### src/timer_pkg.sv
// Purpose: Shared constants and types for the reload/capture timer
// Assumes: 8-bit register port, one clock domain
// Notes: Register addresses sit in an 8-bit space
package timer_pkg;
    // ==========================================================
    // Widths and plain values
    localparam int BYTE_W = 8;
    localparam int ADDR_W = 8;
    localparam logic [7:0] RST_BYTE = 8'h00;
    localparam logic [7:0] BYTE_MAX = 8'hFF;
    localparam logic [7:0] BYTE_ONE = 8'h01;
    // ==========================================================
    // Register addresses
    localparam logic [7:0] ADDR_CTRL = 8'h91;
    localparam logic [7:0] ADDR_RLD_LO = 8'h92;
    localparam logic [7:0] ADDR_RLD_HI = 8'h93;
    localparam logic [7:0] ADDR_CNT_LO = 8'h94;
    localparam logic [7:0] ADDR_CNT_HI = 8'h95;
    localparam logic [7:0] ADDR_CFG = 8'h96;
    // ==========================================================
    // Control register fields
    localparam int CTL_HI_FLAG = 7;
    localparam int CTL_LO_FLAG = 6;
    localparam int CTL_LO_IRQ_EN = 5;
    localparam int CTL_CAP_EN = 4;
    localparam int CTL_SPLIT = 3;
    localparam int CTL_RUN = 2;
    localparam int CTL_CAP_SRC = 1;
    localparam int CTL_EXT_CLK = 0;
    // ==========================================================
    // Configuration register fields
    localparam int CFG_LO_CLK_SEL = 0;
    localparam int CFG_HI_CLK_SEL = 1;
    localparam int CFG_IRQ_EN = 2;
    localparam int CFG_USED_W = 3;
    // ==========================================================
    // Clock dividers
    localparam int SYS_DIV = 12;
    localparam int EXT_DIV = 8;
    // ==========================================================
    // Operating modes
    typedef enum logic [1:0] {
        MODE_RELOAD16,
        MODE_SPLIT8,
        MODE_CAP16,
        MODE_CAP8
    } mode_t;
endpackage

### src/tick_if.sv
// Purpose: Carries prescaled count ticks between modules
// Assumes: Ticks are one-cycle pulses on clk
// Notes: Source drives, timer core listens
`timescale 1ns/1ps
interface tick_if;
    logic div12_tick;
    logic ext8_tick;
    modport src (
        output div12_tick,
        output ext8_tick
    );
    modport sink (
        input div12_tick,
        input ext8_tick
    );
endinterface

### src/tick_gen.sv
// Purpose: Makes system/12 and external/8 count ticks
// Assumes: ext_clk_in is slower than half of clk
// Notes: Ticks are single-cycle pulses
`timescale 1ns/1ps
module tick_gen #(
    parameter int SYS_DIV = timer_pkg::SYS_DIV,
    parameter int EXT_DIV = timer_pkg::EXT_DIV
) (
    input wire logic clk,
    input wire logic rst_n,
    input wire logic ext_clk_in,
    tick_if.src ticks
);
    localparam int SW = $clog2(SYS_DIV);
    localparam int EW = $clog2(EXT_DIV);
    localparam logic [SW-1:0] SYS_LAST = SW'(SYS_DIV - 1);
    localparam logic [EW-1:0] EXT_LAST = EW'(EXT_DIV - 1);
    // ==========================================================
    // Elaboration check
    if (SYS_DIV < 2 || EXT_DIV < 2) begin : g_bad_div
        $error("tick_gen: dividers must be at least 2");
    end
    logic [SW-1:0] sys_cnt_ff;
    logic [EW-1:0] ext_cnt_ff;
    logic ext_meta_ff;
    logic ext_sync_ff;
    logic ext_prev_ff;
    logic div12_ff;
    logic ext8_ff;
    wire sys_wrap = (sys_cnt_ff == SYS_LAST);
    wire ext_rise = ext_sync_ff & ~ext_prev_ff;
    wire ext_wrap = ext_rise & (ext_cnt_ff == EXT_LAST);
    // ==========================================================
    // System clock prescaler
    always_ff @(posedge clk or negedge rst_n) begin
        if (!rst_n) begin
            sys_cnt_ff <= '0;
            div12_ff <= 1'b0;
        end else begin
            sys_cnt_ff <= sys_wrap ? '0 : SW'(sys_cnt_ff + 1'b1);
            div12_ff <= sys_wrap;
        end
    end
    // ==========================================================
    // External clock: two-flop sync, then divide rising edges
    always_ff @(posedge clk or negedge rst_n) begin
        if (!rst_n) begin
            ext_meta_ff <= 1'b0;
            ext_sync_ff <= 1'b0;
            ext_prev_ff <= 1'b0;
            ext_cnt_ff <= '0;
            ext8_ff <= 1'b0;
        end else begin
            ext_meta_ff <= ext_clk_in;
            ext_sync_ff <= ext_meta_ff;
            ext_prev_ff <= ext_sync_ff;
            // Wrap on purpose so dividers that are not powers of two work
            if (ext_rise) begin
                ext_cnt_ff <= ext_wrap ? '0 : EW'(ext_cnt_ff + 1'b1);
            end
            ext8_ff <= ext_wrap;
        end
    end
    assign ticks.div12_tick = div12_ff;
    assign ticks.ext8_tick = ext8_ff;
endmodule // tick_gen

### src/reload_capture_timer.sv
// Purpose: 16-bit reload/capture timer with split 8-bit mode
// Assumes: Inputs synchronous to clk except ext_clk_in
// Notes: Register reads answer one cycle after rd_en
//
// The implementer's own choices: the plain strobed port and the register addresses.
`timescale 1ns/1ps
module reload_capture_timer #(
    parameter int SYS_DIV = timer_pkg::SYS_DIV,
    parameter int EXT_DIV = timer_pkg::EXT_DIV
) (
    input wire logic clk,
    input wire logic rst_n,
    input wire logic [timer_pkg::ADDR_W-1:0] addr,
    input wire logic [timer_pkg::BYTE_W-1:0] wr_data,
    input wire logic wr_en,
    input wire logic rd_en,
    input wire logic ext_clk_in,
    input wire logic usb_sof,
    input wire logic lfo_in,
    output logic [timer_pkg::BYTE_W-1:0] rd_data_ff,
    output logic irq_ff
);
    localparam int BW = timer_pkg::BYTE_W;
    // Smallest divider the tick counters can wrap at
    localparam int MIN_DIV = 2;

    // ==========================================================
    // Elaboration checks
    if (SYS_DIV < MIN_DIV) begin : g_bad_sys_div
        $error("reload_capture_timer: SYS_DIV below the minimum");
    end
    if (EXT_DIV < MIN_DIV) begin : g_bad_ext_div
        $error("reload_capture_timer: EXT_DIV below the minimum");
    end
    // Byte masks and register addresses are fixed at eight bits
    if (timer_pkg::BYTE_W != $bits(timer_pkg::BYTE_MAX) ||
        timer_pkg::ADDR_W != $bits(timer_pkg::ADDR_CTRL)) begin : g_bad_w
        $error("reload_capture_timer: byte and address must be 8 bits");
    end

    // ==========================================================
    // State
    logic [BW-1:0] timer_control_reg_ff;
    logic [BW-1:0] cfg_ff;
    logic [BW-1:0] count_low_byte_ff;
    logic [BW-1:0] count_high_byte_ff;
    logic [BW-1:0] reload_low_byte_ff;
    logic [BW-1:0] reload_high_byte_ff;
    logic lfo_prev_ff;

    logic [BW-1:0] nxt_control;
    logic [BW-1:0] nxt_cfg;
    logic [BW-1:0] nxt_cnt_lo;
    logic [BW-1:0] nxt_cnt_hi;
    logic [BW-1:0] nxt_rld_lo;
    logic [BW-1:0] nxt_rld_hi;
    logic [BW-1:0] nxt_rd_data;
    logic nxt_irq;

    logic lo_ovf;
    logic hi_ovf;
    logic [BW-1:0] run_lo;
    logic [BW-1:0] run_hi;

    // ==========================================================
    // Prescaled ticks
    tick_if ticks ();

    tick_gen #(
        .SYS_DIV(SYS_DIV),
        .EXT_DIV(EXT_DIV)
    ) i_tick_gen (
        .clk(clk),
        .rst_n(rst_n),
        .ext_clk_in(ext_clk_in),
        .ticks(ticks.src)
    );

    // ==========================================================
    // Address decode
    wire sel_ctrl = (addr == timer_pkg::ADDR_CTRL);
    wire sel_rld_lo = (addr == timer_pkg::ADDR_RLD_LO);
    wire sel_rld_hi = (addr == timer_pkg::ADDR_RLD_HI);
    wire sel_cnt_lo = (addr == timer_pkg::ADDR_CNT_LO);
    wire sel_cnt_hi = (addr == timer_pkg::ADDR_CNT_HI);
    wire sel_cfg = (addr == timer_pkg::ADDR_CFG);

    wire wr_ctrl = wr_en & sel_ctrl;
    wire wr_rld_lo = wr_en & sel_rld_lo;
    wire wr_rld_hi = wr_en & sel_rld_hi;
    wire wr_cnt_lo = wr_en & sel_cnt_lo;
    wire wr_cnt_hi = wr_en & sel_cnt_hi;
    wire wr_cfg = wr_en & sel_cfg;

    // ==========================================================
    // Control fields
    wire hi_flag = timer_control_reg_ff[timer_pkg::CTL_HI_FLAG];
    wire lo_flag = timer_control_reg_ff[timer_pkg::CTL_LO_FLAG];
    wire low_byte_irq_enable =
        timer_control_reg_ff[timer_pkg::CTL_LO_IRQ_EN];
    wire capture_enable_bit =
        timer_control_reg_ff[timer_pkg::CTL_CAP_EN];
    wire split_mode_bit = timer_control_reg_ff[timer_pkg::CTL_SPLIT];
    wire run_control_bit = timer_control_reg_ff[timer_pkg::CTL_RUN];
    wire capture_source_select =
        timer_control_reg_ff[timer_pkg::CTL_CAP_SRC];
    wire external_clock_select =
        timer_control_reg_ff[timer_pkg::CTL_EXT_CLK];

    wire low_byte_clock_select = cfg_ff[timer_pkg::CFG_LO_CLK_SEL];
    wire high_byte_clock_select = cfg_ff[timer_pkg::CFG_HI_CLK_SEL];
    wire timer_irq_enable = cfg_ff[timer_pkg::CFG_IRQ_EN];

    // ==========================================================
    // Per-byte count tick; index 0 is the low byte
    wire [1:0] byte_clk_sel = {high_byte_clock_select,
                               low_byte_clock_select};
    wire slow_tick = external_clock_select ? ticks.ext8_tick
                                           : ticks.div12_tick;
    logic [1:0] byte_tick;

    genvar gi;
    generate
        for (gi = 0; gi < 2; gi++) begin : g_byte_tick
            assign byte_tick[gi] = byte_clk_sel[gi] | slow_tick;
        end
    endgenerate

    // ==========================================================
    // Mode decode
    timer_pkg::mode_t mode;

    // Capture enable decides first; split then picks 8 or 16 bits
    assign mode = capture_enable_bit
        ? (split_mode_bit ? timer_pkg::MODE_CAP8
                          : timer_pkg::MODE_CAP16)
        : (split_mode_bit ? timer_pkg::MODE_SPLIT8
                          : timer_pkg::MODE_RELOAD16);

    // The whole 16-bit counter follows the low byte's clock
    wire step16 = run_control_bit & byte_tick[0];
    wire step_lo8 = byte_tick[0];
    wire step_hi8 = run_control_bit & byte_tick[1];

    // Wrap detect looks at the value the step starts from
    wire lo_max = (count_low_byte_ff == timer_pkg::BYTE_MAX);
    wire hi_max = (count_high_byte_ff == timer_pkg::BYTE_MAX);
    wire [BW-1:0] inc_lo = count_low_byte_ff + timer_pkg::BYTE_ONE;
    wire [BW-1:0] inc_hi = count_high_byte_ff + timer_pkg::BYTE_ONE;

    // ==========================================================
    // Capture trigger
    wire lfo_fall = lfo_prev_ff & ~lfo_in;
    wire cap_trig = capture_source_select ? lfo_fall
                                          : usb_sof;
    wire cap_evt = capture_enable_bit & cap_trig;

    // ==========================================================
    // Counting per mode
    always_comb begin
        run_lo = count_low_byte_ff;
        run_hi = count_high_byte_ff;
        lo_ovf = 1'b0;
        hi_ovf = 1'b0;
        case (mode)
            timer_pkg::MODE_RELOAD16: begin
                if (step16) begin
                    lo_ovf = lo_max;
                    hi_ovf = lo_max & hi_max;
                    if (lo_max && hi_max) begin
                        run_lo = reload_low_byte_ff;
                        run_hi = reload_high_byte_ff;
                    end else begin
                        run_lo = inc_lo;
                        if (lo_max) begin
                            run_hi = inc_hi;
                        end
                    end
                end
            end
            // Reload bytes hold the last capture, so never reload here
            timer_pkg::MODE_CAP16: begin
                if (step16) begin
                    lo_ovf = lo_max;
                    hi_ovf = lo_max & hi_max;
                    run_lo = inc_lo;
                    if (lo_max) begin
                        run_hi = inc_hi;
                    end
                end
            end
            timer_pkg::MODE_SPLIT8: begin
                if (step_lo8) begin
                    lo_ovf = lo_max;
                    run_lo = lo_max ? reload_low_byte_ff
                                    : inc_lo;
                end
                if (step_hi8) begin
                    hi_ovf = hi_max;
                    run_hi = hi_max ? reload_high_byte_ff
                                    : inc_hi;
                end
            end
            timer_pkg::MODE_CAP8: begin
                if (step_lo8) begin
                    lo_ovf = lo_max;
                    run_lo = inc_lo;
                end
                if (step_hi8) begin
                    hi_ovf = hi_max;
                    run_hi = inc_hi;
                end
            end
            default: begin
                run_lo = count_low_byte_ff;
                run_hi = count_high_byte_ff;
            end
        endcase
    end

    // ==========================================================
    // Next register values
    // A software write to a count byte beats the count step
    assign nxt_cnt_lo = wr_cnt_lo ? wr_data : run_lo;
    assign nxt_cnt_hi = wr_cnt_hi ? wr_data : run_hi;

    // Capture wins over a same-cycle software reload write
    assign nxt_rld_lo = cap_evt ? count_low_byte_ff
                      : (wr_rld_lo ? wr_data : reload_low_byte_ff);
    assign nxt_rld_hi = cap_evt ? count_high_byte_ff
                      : (wr_rld_hi ? wr_data : reload_high_byte_ff);

    // Flags: a hardware set wins over a software clear
    wire [BW-1:0] ctrl_base = wr_ctrl ? wr_data
                                      : timer_control_reg_ff;
    wire hi_set = hi_ovf | cap_evt;
    wire lo_set = lo_ovf;

    always_comb begin
        nxt_control = ctrl_base;
        nxt_control[timer_pkg::CTL_HI_FLAG] =
            ctrl_base[timer_pkg::CTL_HI_FLAG] | hi_set;
        nxt_control[timer_pkg::CTL_LO_FLAG] =
            ctrl_base[timer_pkg::CTL_LO_FLAG] | lo_set;
    end

    // Unused configuration bits read as zero
    always_comb begin
        nxt_cfg = cfg_ff;
        if (wr_cfg) begin
            nxt_cfg = timer_pkg::RST_BYTE;
            nxt_cfg[timer_pkg::CFG_USED_W-1:0] =
                wr_data[timer_pkg::CFG_USED_W-1:0];
        end
    end

    // ==========================================================
    // Interrupt request: level, follows the flags one cycle later
    wire lo_req = low_byte_irq_enable & lo_flag;
    assign nxt_irq = timer_irq_enable & (hi_flag | lo_req);

    // ==========================================================
    // Read mux; unmapped addresses read zero
    assign nxt_rd_data =
        !rd_en ? timer_pkg::RST_BYTE
      : sel_ctrl ? timer_control_reg_ff
      : sel_rld_lo ? reload_low_byte_ff
      : sel_rld_hi ? reload_high_byte_ff
      : sel_cnt_lo ? count_low_byte_ff
      : sel_cnt_hi ? count_high_byte_ff
      : sel_cfg ? cfg_ff
      : timer_pkg::RST_BYTE;

    // ==========================================================
    // Registers
    always_ff @(posedge clk or negedge rst_n) begin
        if (!rst_n) begin
            timer_control_reg_ff <= timer_pkg::RST_BYTE;
            cfg_ff <= timer_pkg::RST_BYTE;
        end else begin
            timer_control_reg_ff <= nxt_control;
            cfg_ff <= nxt_cfg;
        end
    end

    always_ff @(posedge clk or negedge rst_n) begin
        if (!rst_n) begin
            count_low_byte_ff <= timer_pkg::RST_BYTE;
            count_high_byte_ff <= timer_pkg::RST_BYTE;
        end else begin
            count_low_byte_ff <= nxt_cnt_lo;
            count_high_byte_ff <= nxt_cnt_hi;
        end
    end

    always_ff @(posedge clk or negedge rst_n) begin
        if (!rst_n) begin
            reload_low_byte_ff <= timer_pkg::RST_BYTE;
            reload_high_byte_ff <= timer_pkg::RST_BYTE;
        end else begin
            reload_low_byte_ff <= nxt_rld_lo;
            reload_high_byte_ff <= nxt_rld_hi;
        end
    end

    // Oscillator level reset high, so a low lfo_in just after reset reads as a falling edge
    always_ff @(posedge clk or negedge rst_n) begin
        if (!rst_n) begin
            lfo_prev_ff <= 1'b1;
        end else begin
            lfo_prev_ff <= lfo_in;
        end
    end

    always_ff @(posedge clk or negedge rst_n) begin
        if (!rst_n) begin
            rd_data_ff <= timer_pkg::RST_BYTE;
            irq_ff <= 1'b0;
        end else begin
            rd_data_ff <= nxt_rd_data;
            irq_ff <= nxt_irq;
        end
    end
endmodule // reload_capture_timer

### config.mk
export PLATFORM = sky130hd
export DESIGN_NAME = reload_capture_timer
export DESIGN_NICKNAME = d
export VERILOG_FILES = /design/src/timer_pkg.sv /design/src/tick_if.sv /design/src/tick_gen.sv /design/src/reload_capture_timer.sv
export SDC_FILE = /design/constraint.sdc
export NUM_CORES = 1
export LEC_CHECK = 0
export ABC_AREA = 1
export BUFFER_PORTS_ARGS = -buffer_cell sky130_fd_sc_hd__buf_4
export CAP_MARGIN = 20
export CORE_MARGIN = 1.5
export CORE_UTILIZATION = 30
export CTS_BUF_LIST = sky130_fd_sc_hd__clkbuf_16
export DETAILED_ROUTE_END_ITERATION = 10
export SETUP_SLACK_MARGIN = 0.15
export SLEW_MARGIN = 20
export SYNTH_ARGS = -nofsm -noshare
export SYNTH_HDL_FRONTEND = slang
export SYNTH_HIERARCHICAL = 1
export SYNTH_SLANG_ARGS = --single-unit
### constraint.sdc
create_clock -name clk -period 2 [get_ports clk]
set_input_delay 0.6 -clock clk [delete_from_list [all_inputs] [get_ports clk]]
set_output_delay 0.6 -clock clk [all_outputs]
set_load 0.01 [all_outputs]
Word-level counts from Yosys, hierarchy flattened
Cells that the tools add are included.
Storage, ports and cells
  flip-flop bits (word level): 65
  input bits: 23
  output and inout port bits: 9
  word-level logic and storage cells: 115
Operators by class
  add/subtract/negate cells: 4
  equality and inequality tests: 21
  multiplexer cells: 42
  bitwise gates (word level): 23
  reductions and logical operators: 8
Operators with widths (count)
  8-bit two-way mux: 26
  8-bit == test, second input constant: 8
  8-bit case mux with 4 select lines: 2
  3-bit inequality test, second input constant: 8
  8-bit by 1-bit adder with 8-bit output, second input constant: 2
  1-bit bitwise AND: 15
  1-bit two-way mux: 8
  4-bit AND reduction: 2
  3-bit two-way mux: 2
  1-bit bitwise OR: 6
  4-bit by 1-bit adder with 4-bit output, second input constant: 1
  2-bit == test, second input constant: 2
  4-bit == test, second input constant: 1
  4-bit two-way mux: 1
  1-bit case mux with 2 select lines: 2
  2-bit nonzero test: 2
  2-bit OR reduction: 2
  3-bit by 1-bit adder with 3-bit output, second input constant: 1
  3-bit == test, second input constant: 1
  2-bit by 1-bit == test with 1-bit output, second input constant: 1
  2-bit logical NOT: 1
  2-bit two-way mux: 1
  1-bit inverter: 2
  1-bit logical AND: 1

Depth between registers and ports, before layout
  depth in word-level cells: 8
  mapped depth: 12

By module
Netlist, hierarchy kept.
Modules (own cells, without submodules)
  reload_capture_timer: instances 1, cells each 569, area each 3654.8 um^2
  tick_gen: instances 1, cells each 40, area each 452.9 um^2

Least setup slack after synthesis
OpenSTA, ideal clock, no wires.
  kind: input to register
  from: input addr[2] in the netlist's numbering
  to: register count_low_byte_ff[0]
  arrival time: 1.660 ns
  data required time: 1.882 ns
  setup slack: 0.223 ns
  stages on the path: 12
  path through: inv_1 > nor2_2 > inv_1 > nor2_4 > nand3_1 > buf_2 > nand2_1 > inv_1 > nand2_1 > o21ai_0 > inv_1 > nand2_1
Between the ends
  word-level cells in the longest chain between the ends: 4
  elaborated cells on any way between the ends: 8
  classes of those cells: eq/ne (5); mux (1); bitwise (1); reduce/logical (1)
Ends and longest elaborated chain
  from (decl): line reload_capture_timer.sv:13  | input wire logic [timer_pkg::ADDR_W-1:0] addr,
  8-bit == test (*): line reload_capture_timer.sv:84  | wire sel_cnt_lo = (addr == timer_pkg::ADDR_CNT_LO);
  1-bit bitwise AND (*): line reload_capture_timer.sv:91  | wire wr_cnt_lo = wr_en & sel_cnt_lo;
  3-bit inequality test (no source line)
  4-bit AND reduction (no source line)
  to (signal assigned): line reload_capture_timer.sv:288  | count_low_byte_ff <= timer_pkg::RST_BYTE;
  to (signal assigned): line reload_capture_timer.sv:291  | count_low_byte_ff <= nxt_cnt_lo;
  to (decl): line reload_capture_timer.sv:45  | logic [BW-1:0] count_low_byte_ff;
Mark *: on every way between the ends. The rest lies on a longest branch, timed or not.
A chain may end at the register's enable or synchronous reset.

Final worst setup path
  from: register count_low_byte_ff[0]
  to: register count_high_byte_ff[0]
Between the ends
  word-level cells in the longest chain between the ends: 6
  elaborated cells on any way between the ends: 8
  classes of those cells: eq/ne (1); mux (6); reduce/logical (1)
Ends and longest elaborated chain
  8-bit == test (*): line reload_capture_timer.sv:146  | wire lo_max = (count_low_byte_ff == timer_pkg::BYTE_MAX);
  8-bit two-way mux / 1-bit logical AND (equally long branches)
  8-bit two-way mux: line reload_capture_timer.sv:170  | if (lo_max && hi_max) begin
  8-bit two-way mux: line reload_capture_timer.sv:167  | if (step16) begin
  8-bit case mux with 4 select lines (*): line reload_capture_timer.sv:165  | case (mode)
  8-bit two-way mux (*): line reload_capture_timer.sv:225  | assign nxt_cnt_hi = wr_cnt_hi ? wr_data : run_hi;
  to (signal assigned): line reload_capture_timer.sv:289  | count_high_byte_ff <= timer_pkg::RST_BYTE;
  to (signal assigned): line reload_capture_timer.sv:292  | count_high_byte_ff <= nxt_cnt_hi;
  to (decl): line reload_capture_timer.sv:46  | logic [BW-1:0] count_high_byte_ff;
Mark *: on every way between the ends. The rest lies on a longest branch, timed or not. The select of a mux whose other input is x is not followed.

==> key figures <==
Clock tree
  • Clock transition at the registers of the reported paths: around 0.06 ns
  • Worst-case clock buffer depth: 2
  • Root Driver: clkbuf_16
  • CTS Buf Count: 9
  • Num Clock Sinks: 65
  • Hold_buf cts: 0
  • TritonCTS clock tree: built
  • H-tree Lvls: 3
  • Worst-skew pair later-pin latency: around 0.34 ns

Run
  • Max-cap violation count: 0

STA
  • Final TNS setup: 0 ns
  • Skew final: roughly 0.0094 ns
  • Slew HR: 0.733
  • Endpoints failing hold: 0
  • Fmax achieved: 0.585 GHz
  • Hold Slack: ~0.19 ns
  • Setup violations, final: 0
  • Crit path time final: about 1.7 ns
  • Final period util: 0.854
  • RSZ-0062 raised after global routing: true
  • Worst slew pin tran: ~0.40 ns
  • Max-slew violation count: 0

GRT
  • Total Routing Usage GR: 0.196
  • Overflow after GRT: 0
  • Initial antenna violation count: 0
  • Largest net degree at the start of global routing: 29
  • Vias in the first global route: 4300
  • First-pass GRT wire length: between 20000 and 25000 um

Floorplanning
  • Starting Density: 0.309
  • Die area: 14400 um^2
  • Die span in x: ~120 um
  • Core area: 13300 um^2
  • FP Rows: 42
  • I/O pins: 32
  • Die extent in y: roughly 120 um

Logic synthesis
  • Post-synth cell types: 30
  • Synth Net Count: roughly 640
  • Register bit total from synthesis: 65
  • Mapped cell area: between 4000 and 5000 um^2
  • Post-synth EDFFs: 0
  • Syn Inst Count: ~610
  • Synth warn: 6
  • Area contributors post-synth: dfrtp_1 (39%), nand2_1 (19%), inv_1 (6.9%)
  • FFs w/ async S/R, synth: 1.00
  • Post-synth top area share: 0.390
  • Area leader, netlist: dfrtp_1
  • Post-synth top flop: dfrtp_1
  • Synth Area per Inst: between 6 and 7 um^2
  • Post-synthesis sequential area ratio: 0.396

Drt
  • Wire per inst: approximately 16 um
  • Via Count: between 4000 and 5000
  • DR DRC count: 0
  • Top routing layer used: met4
  • Router iterations before antenna repair: 5
  • ANT nets after route: 0
  • Vias/cell: a little over 5
  • Drt first-iter violations: 340
  • Wire length on met2: 6060 um
  • Met3 wire len: between 900 and 1000 um
  • M1 WL: ~6100 um
  • Final wirelength: 13400 um

Layout
  • Area growth syn-to-layout: 25.9%
  • Layout cells sized above 1: 0.182
  • Nets@finish: roughly 700
  • Antenna diodes: 0

Setup path
  • Flop2flop setup slack: roughly 0.29 ns
  • CP peak stage delay: approximately 0.35 ns
  • CP dominant cell by count: nand2_1
  • Slowest CP cell: dfrtp_1
  • Crit path kind: flop to flop
  • Max FO, Critical Path: 5
  • Crit. Startpoint: count_low_byte_ff[0]$_DFFE_PN0P_
  • Critical Path Start Type: flop
  • Worst Setup End Kind: flop
  • FF-to-FF Start: count_low_byte_ff[0]$_DFFE_PN0P_
  • Critical Path RT: about 2.2 ns
  • CP cell instances: ha_2, nand2_1, nor2_2, nand2_2, nor2_2, inv_1, nand2_1, nand2_1, nand2_1, nand3_1, nand2_1, nand2_1
  • FF-to-FF End: count_high_byte_ff[0]$_DFFE_PN0P_
  • Worst Path Arrival: between 1.5 and 2 ns
  • R2R cell count: 12

Placed design
  • Dpl hpwl: about 10000 um
  • Routability cong.: about 0.96
  • Port-buffer cells: 31

Power
  • Sw Share: 0.313
  • Power Internal: 2.58 mW
  • NetSw: 1.18 mW
  • Comb pwr share: 0.172
  • Sequential group share of total power: 0.427
  • Worst VDD drop: between 400 and 500 uV
  • Clock power frac: 0.402
  • Cell Pwr Density: 726 nW/um^2
  • Leak: 2.61 nW

Hold path
  • Hold Crit Class: input port to async pin

Outcome
  • Status: completed
[power groups by stage]
stage	combinational, mW	sequential [mW]	clock, mW
3_3_place_gp	0.613	1.61	0
3_5_place_dp	0.633	1.62	0
4_1_cts	0.637	1.60	1.53
5_1_grt	0.721	1.62	1.58
2_1_floorplan	0.369	1.58	0
6_report	0.645	1.60	1.51
[metrics by stage]
| stage | area (um^2) | worst slack, ns | power (mW) | util | instances |
|---|---|---|---|---|---|
| after detailed placement | 4810 | 0.0323 | 2.25 | 0.362 | 844 |
| after floorplan | 4110 | 0.223 | 1.95 | - | 609 |
| after global routing | 5170 | 0.124 | 3.92 | 0.389 | 863 |
| after global placement | 4810 | 0.0943 | 2.23 | 0.362 | 844 |
| after CTS | 5100 | 0.153 | 3.76 | 0.384 | 861 |
| final | 5170 | 0.291 | 3.76 | 0.389 | 863 |
[routing by layer]
layer | global-route usage | vias up
li1 | - | 2106
met3 | 0.0342 | 29
met5 | 0 | -
met1 | 0.264 | 2101
met2 | 0.314 | 173
met4 | 0.0714 | 0
[cell type report]
cell class                      count  area [um^2]
Multi-Input combinational cell    451         2160
Tap cell                          176          220
Fill cell                        1390         8120
Clock buffer                        9          225
Inverter                           78          294
Clock inverter                      7         53.8
Sequential cell                    65         1630
Timing Repair Buffer               77          591
[worst max-delay path by stage]
stage          slack, ns  cells after the start                                  to
2_1_floorplan       0.22                     12    count_low_byte_ff[0]$_DFFE_PN0P_
3_3_place_gp        0.09                      7  reload_high_byte_ff[2]$_DFFE_PN0P_
3_5_place_dp        0.03                      9  reload_high_byte_ff[2]$_DFFE_PN0P_
4_1_cts             0.15                     12   count_high_byte_ff[4]$_DFFE_PN0P_
5_1_grt             0.12                     11   count_high_byte_ff[7]$_DFFE_PN0P_
6_report            0.29                     12   count_high_byte_ff[0]$_DFFE_PN0P_
[layout by cell type (no fill, tap or decap), types with 2 or more instances in the layout]
| cell type | n |
|---|---|
| nand2_1 | 201 |
| buf_4 | 76 |
| inv_1 | 74 |
| dfrtp_1 | 63 |
| nor2_1 | 58 |
| nand3_1 | 52 |
| o21ai_0 | 41 |
| a21oi_1 | 16 |
| o211ai_1 | 14 |
| nor2_2 | 12 |
| nand4_1 | 10 |
| clkbuf_16 | 9 |
| a22oi_1 | 7 |
| nand2_2 | 6 |
| o21ai_1 | 5 |
| o22ai_1 | 4 |
| nor3_1 | 3 |
| nand3b_1 | 3 |
| xnor2_1 | 3 |
| inv_6 | 3 |
| clkinvlp_4 | 3 |
| ha_1 | 3 |
| nor3_4 | 2 |
| nor2_4 | 2 |
| inv_2 | 2 |
| xor2_1 | 2 |
| clkinv_2 | 2 |
[critical path: cells and delay by family, from the launching register on]
| family | cells | cell delay [ns] |
|---|---|---|
| adder cells (fa/ha/maj) | 1 | 0.23 |
| flip-flops | 1 | 0.35 |
| buffers and inverters | 1 | 0.09 |
| AND/OR/NAND/NOR | 10 | 0.93 |
[cell families (layout without fill, tap and decap cells)]
kind of cell	Yosys count	count (layout)	synth area share
AOI/OAI and AO/OA	89	89	0.124
xor gates and xnor gates	5	5	0.0107
adders and majority gates	5	5	0.0152
buffers and inverters	93	171	0.0914
DFF	65	65	0.396
and+or+nand+nor	352	352	0.362
[registers in the layout, indices dropped and copies added (netlist names)]
| signal | cells |
|---|---|
| timer_control_reg_ff | 8 |
| i_tick_gen/ticks.ext8_tick | 1 |
| i_tick_gen/ext_cnt_ff | 3 |
| count_high_byte_ff | 8 |
| i_tick_gen/sys_cnt_ff | 4 |
| i_tick_gen/ext_prev_ff | 1 |
| count_low_byte_ff | 8 |
| i_tick_gen/ext_meta_ff | 1 |
| irq_ff | 1 |
| rd_data_ff | 8 |
| reload_low_byte_ff | 8 |
| cfg_ff | 3 |
| i_tick_gen/ext_sync_ff | 1 |
| lfo_prev_ff | 1 |
| i_tick_gen/ticks.div12_tick | 1 |
| reload_high_byte_ff | 8 |
[cells in the mapped netlist, types with 3 or more instances]
cell type,instances
a21oi_1,16
a22oi_1,7
buf_2,6
buf_4,5
clkbuf_1,4
dfrtp_1,64
ha_1,5
inv_1,75
nand2_1,205
nand2_2,3
nand3_1,53
nand3b_1,3
nand4_1,10
nor2_1,64
nor2_2,7
nor3_1,3
o211ai_1,14
o21ai_0,43
o21ai_1,3
o22ai_1,4
xnor2_1,3
[timing repair]
action / CTS / global route
endpoints found under the setup margin: 3 / 20
buffers inserted: 1 / 2
gates cloned: 0 / 0
gates resized for setup: 2 / 19
pin swaps: 1 / 2
(Power assumes the default switching activity.)
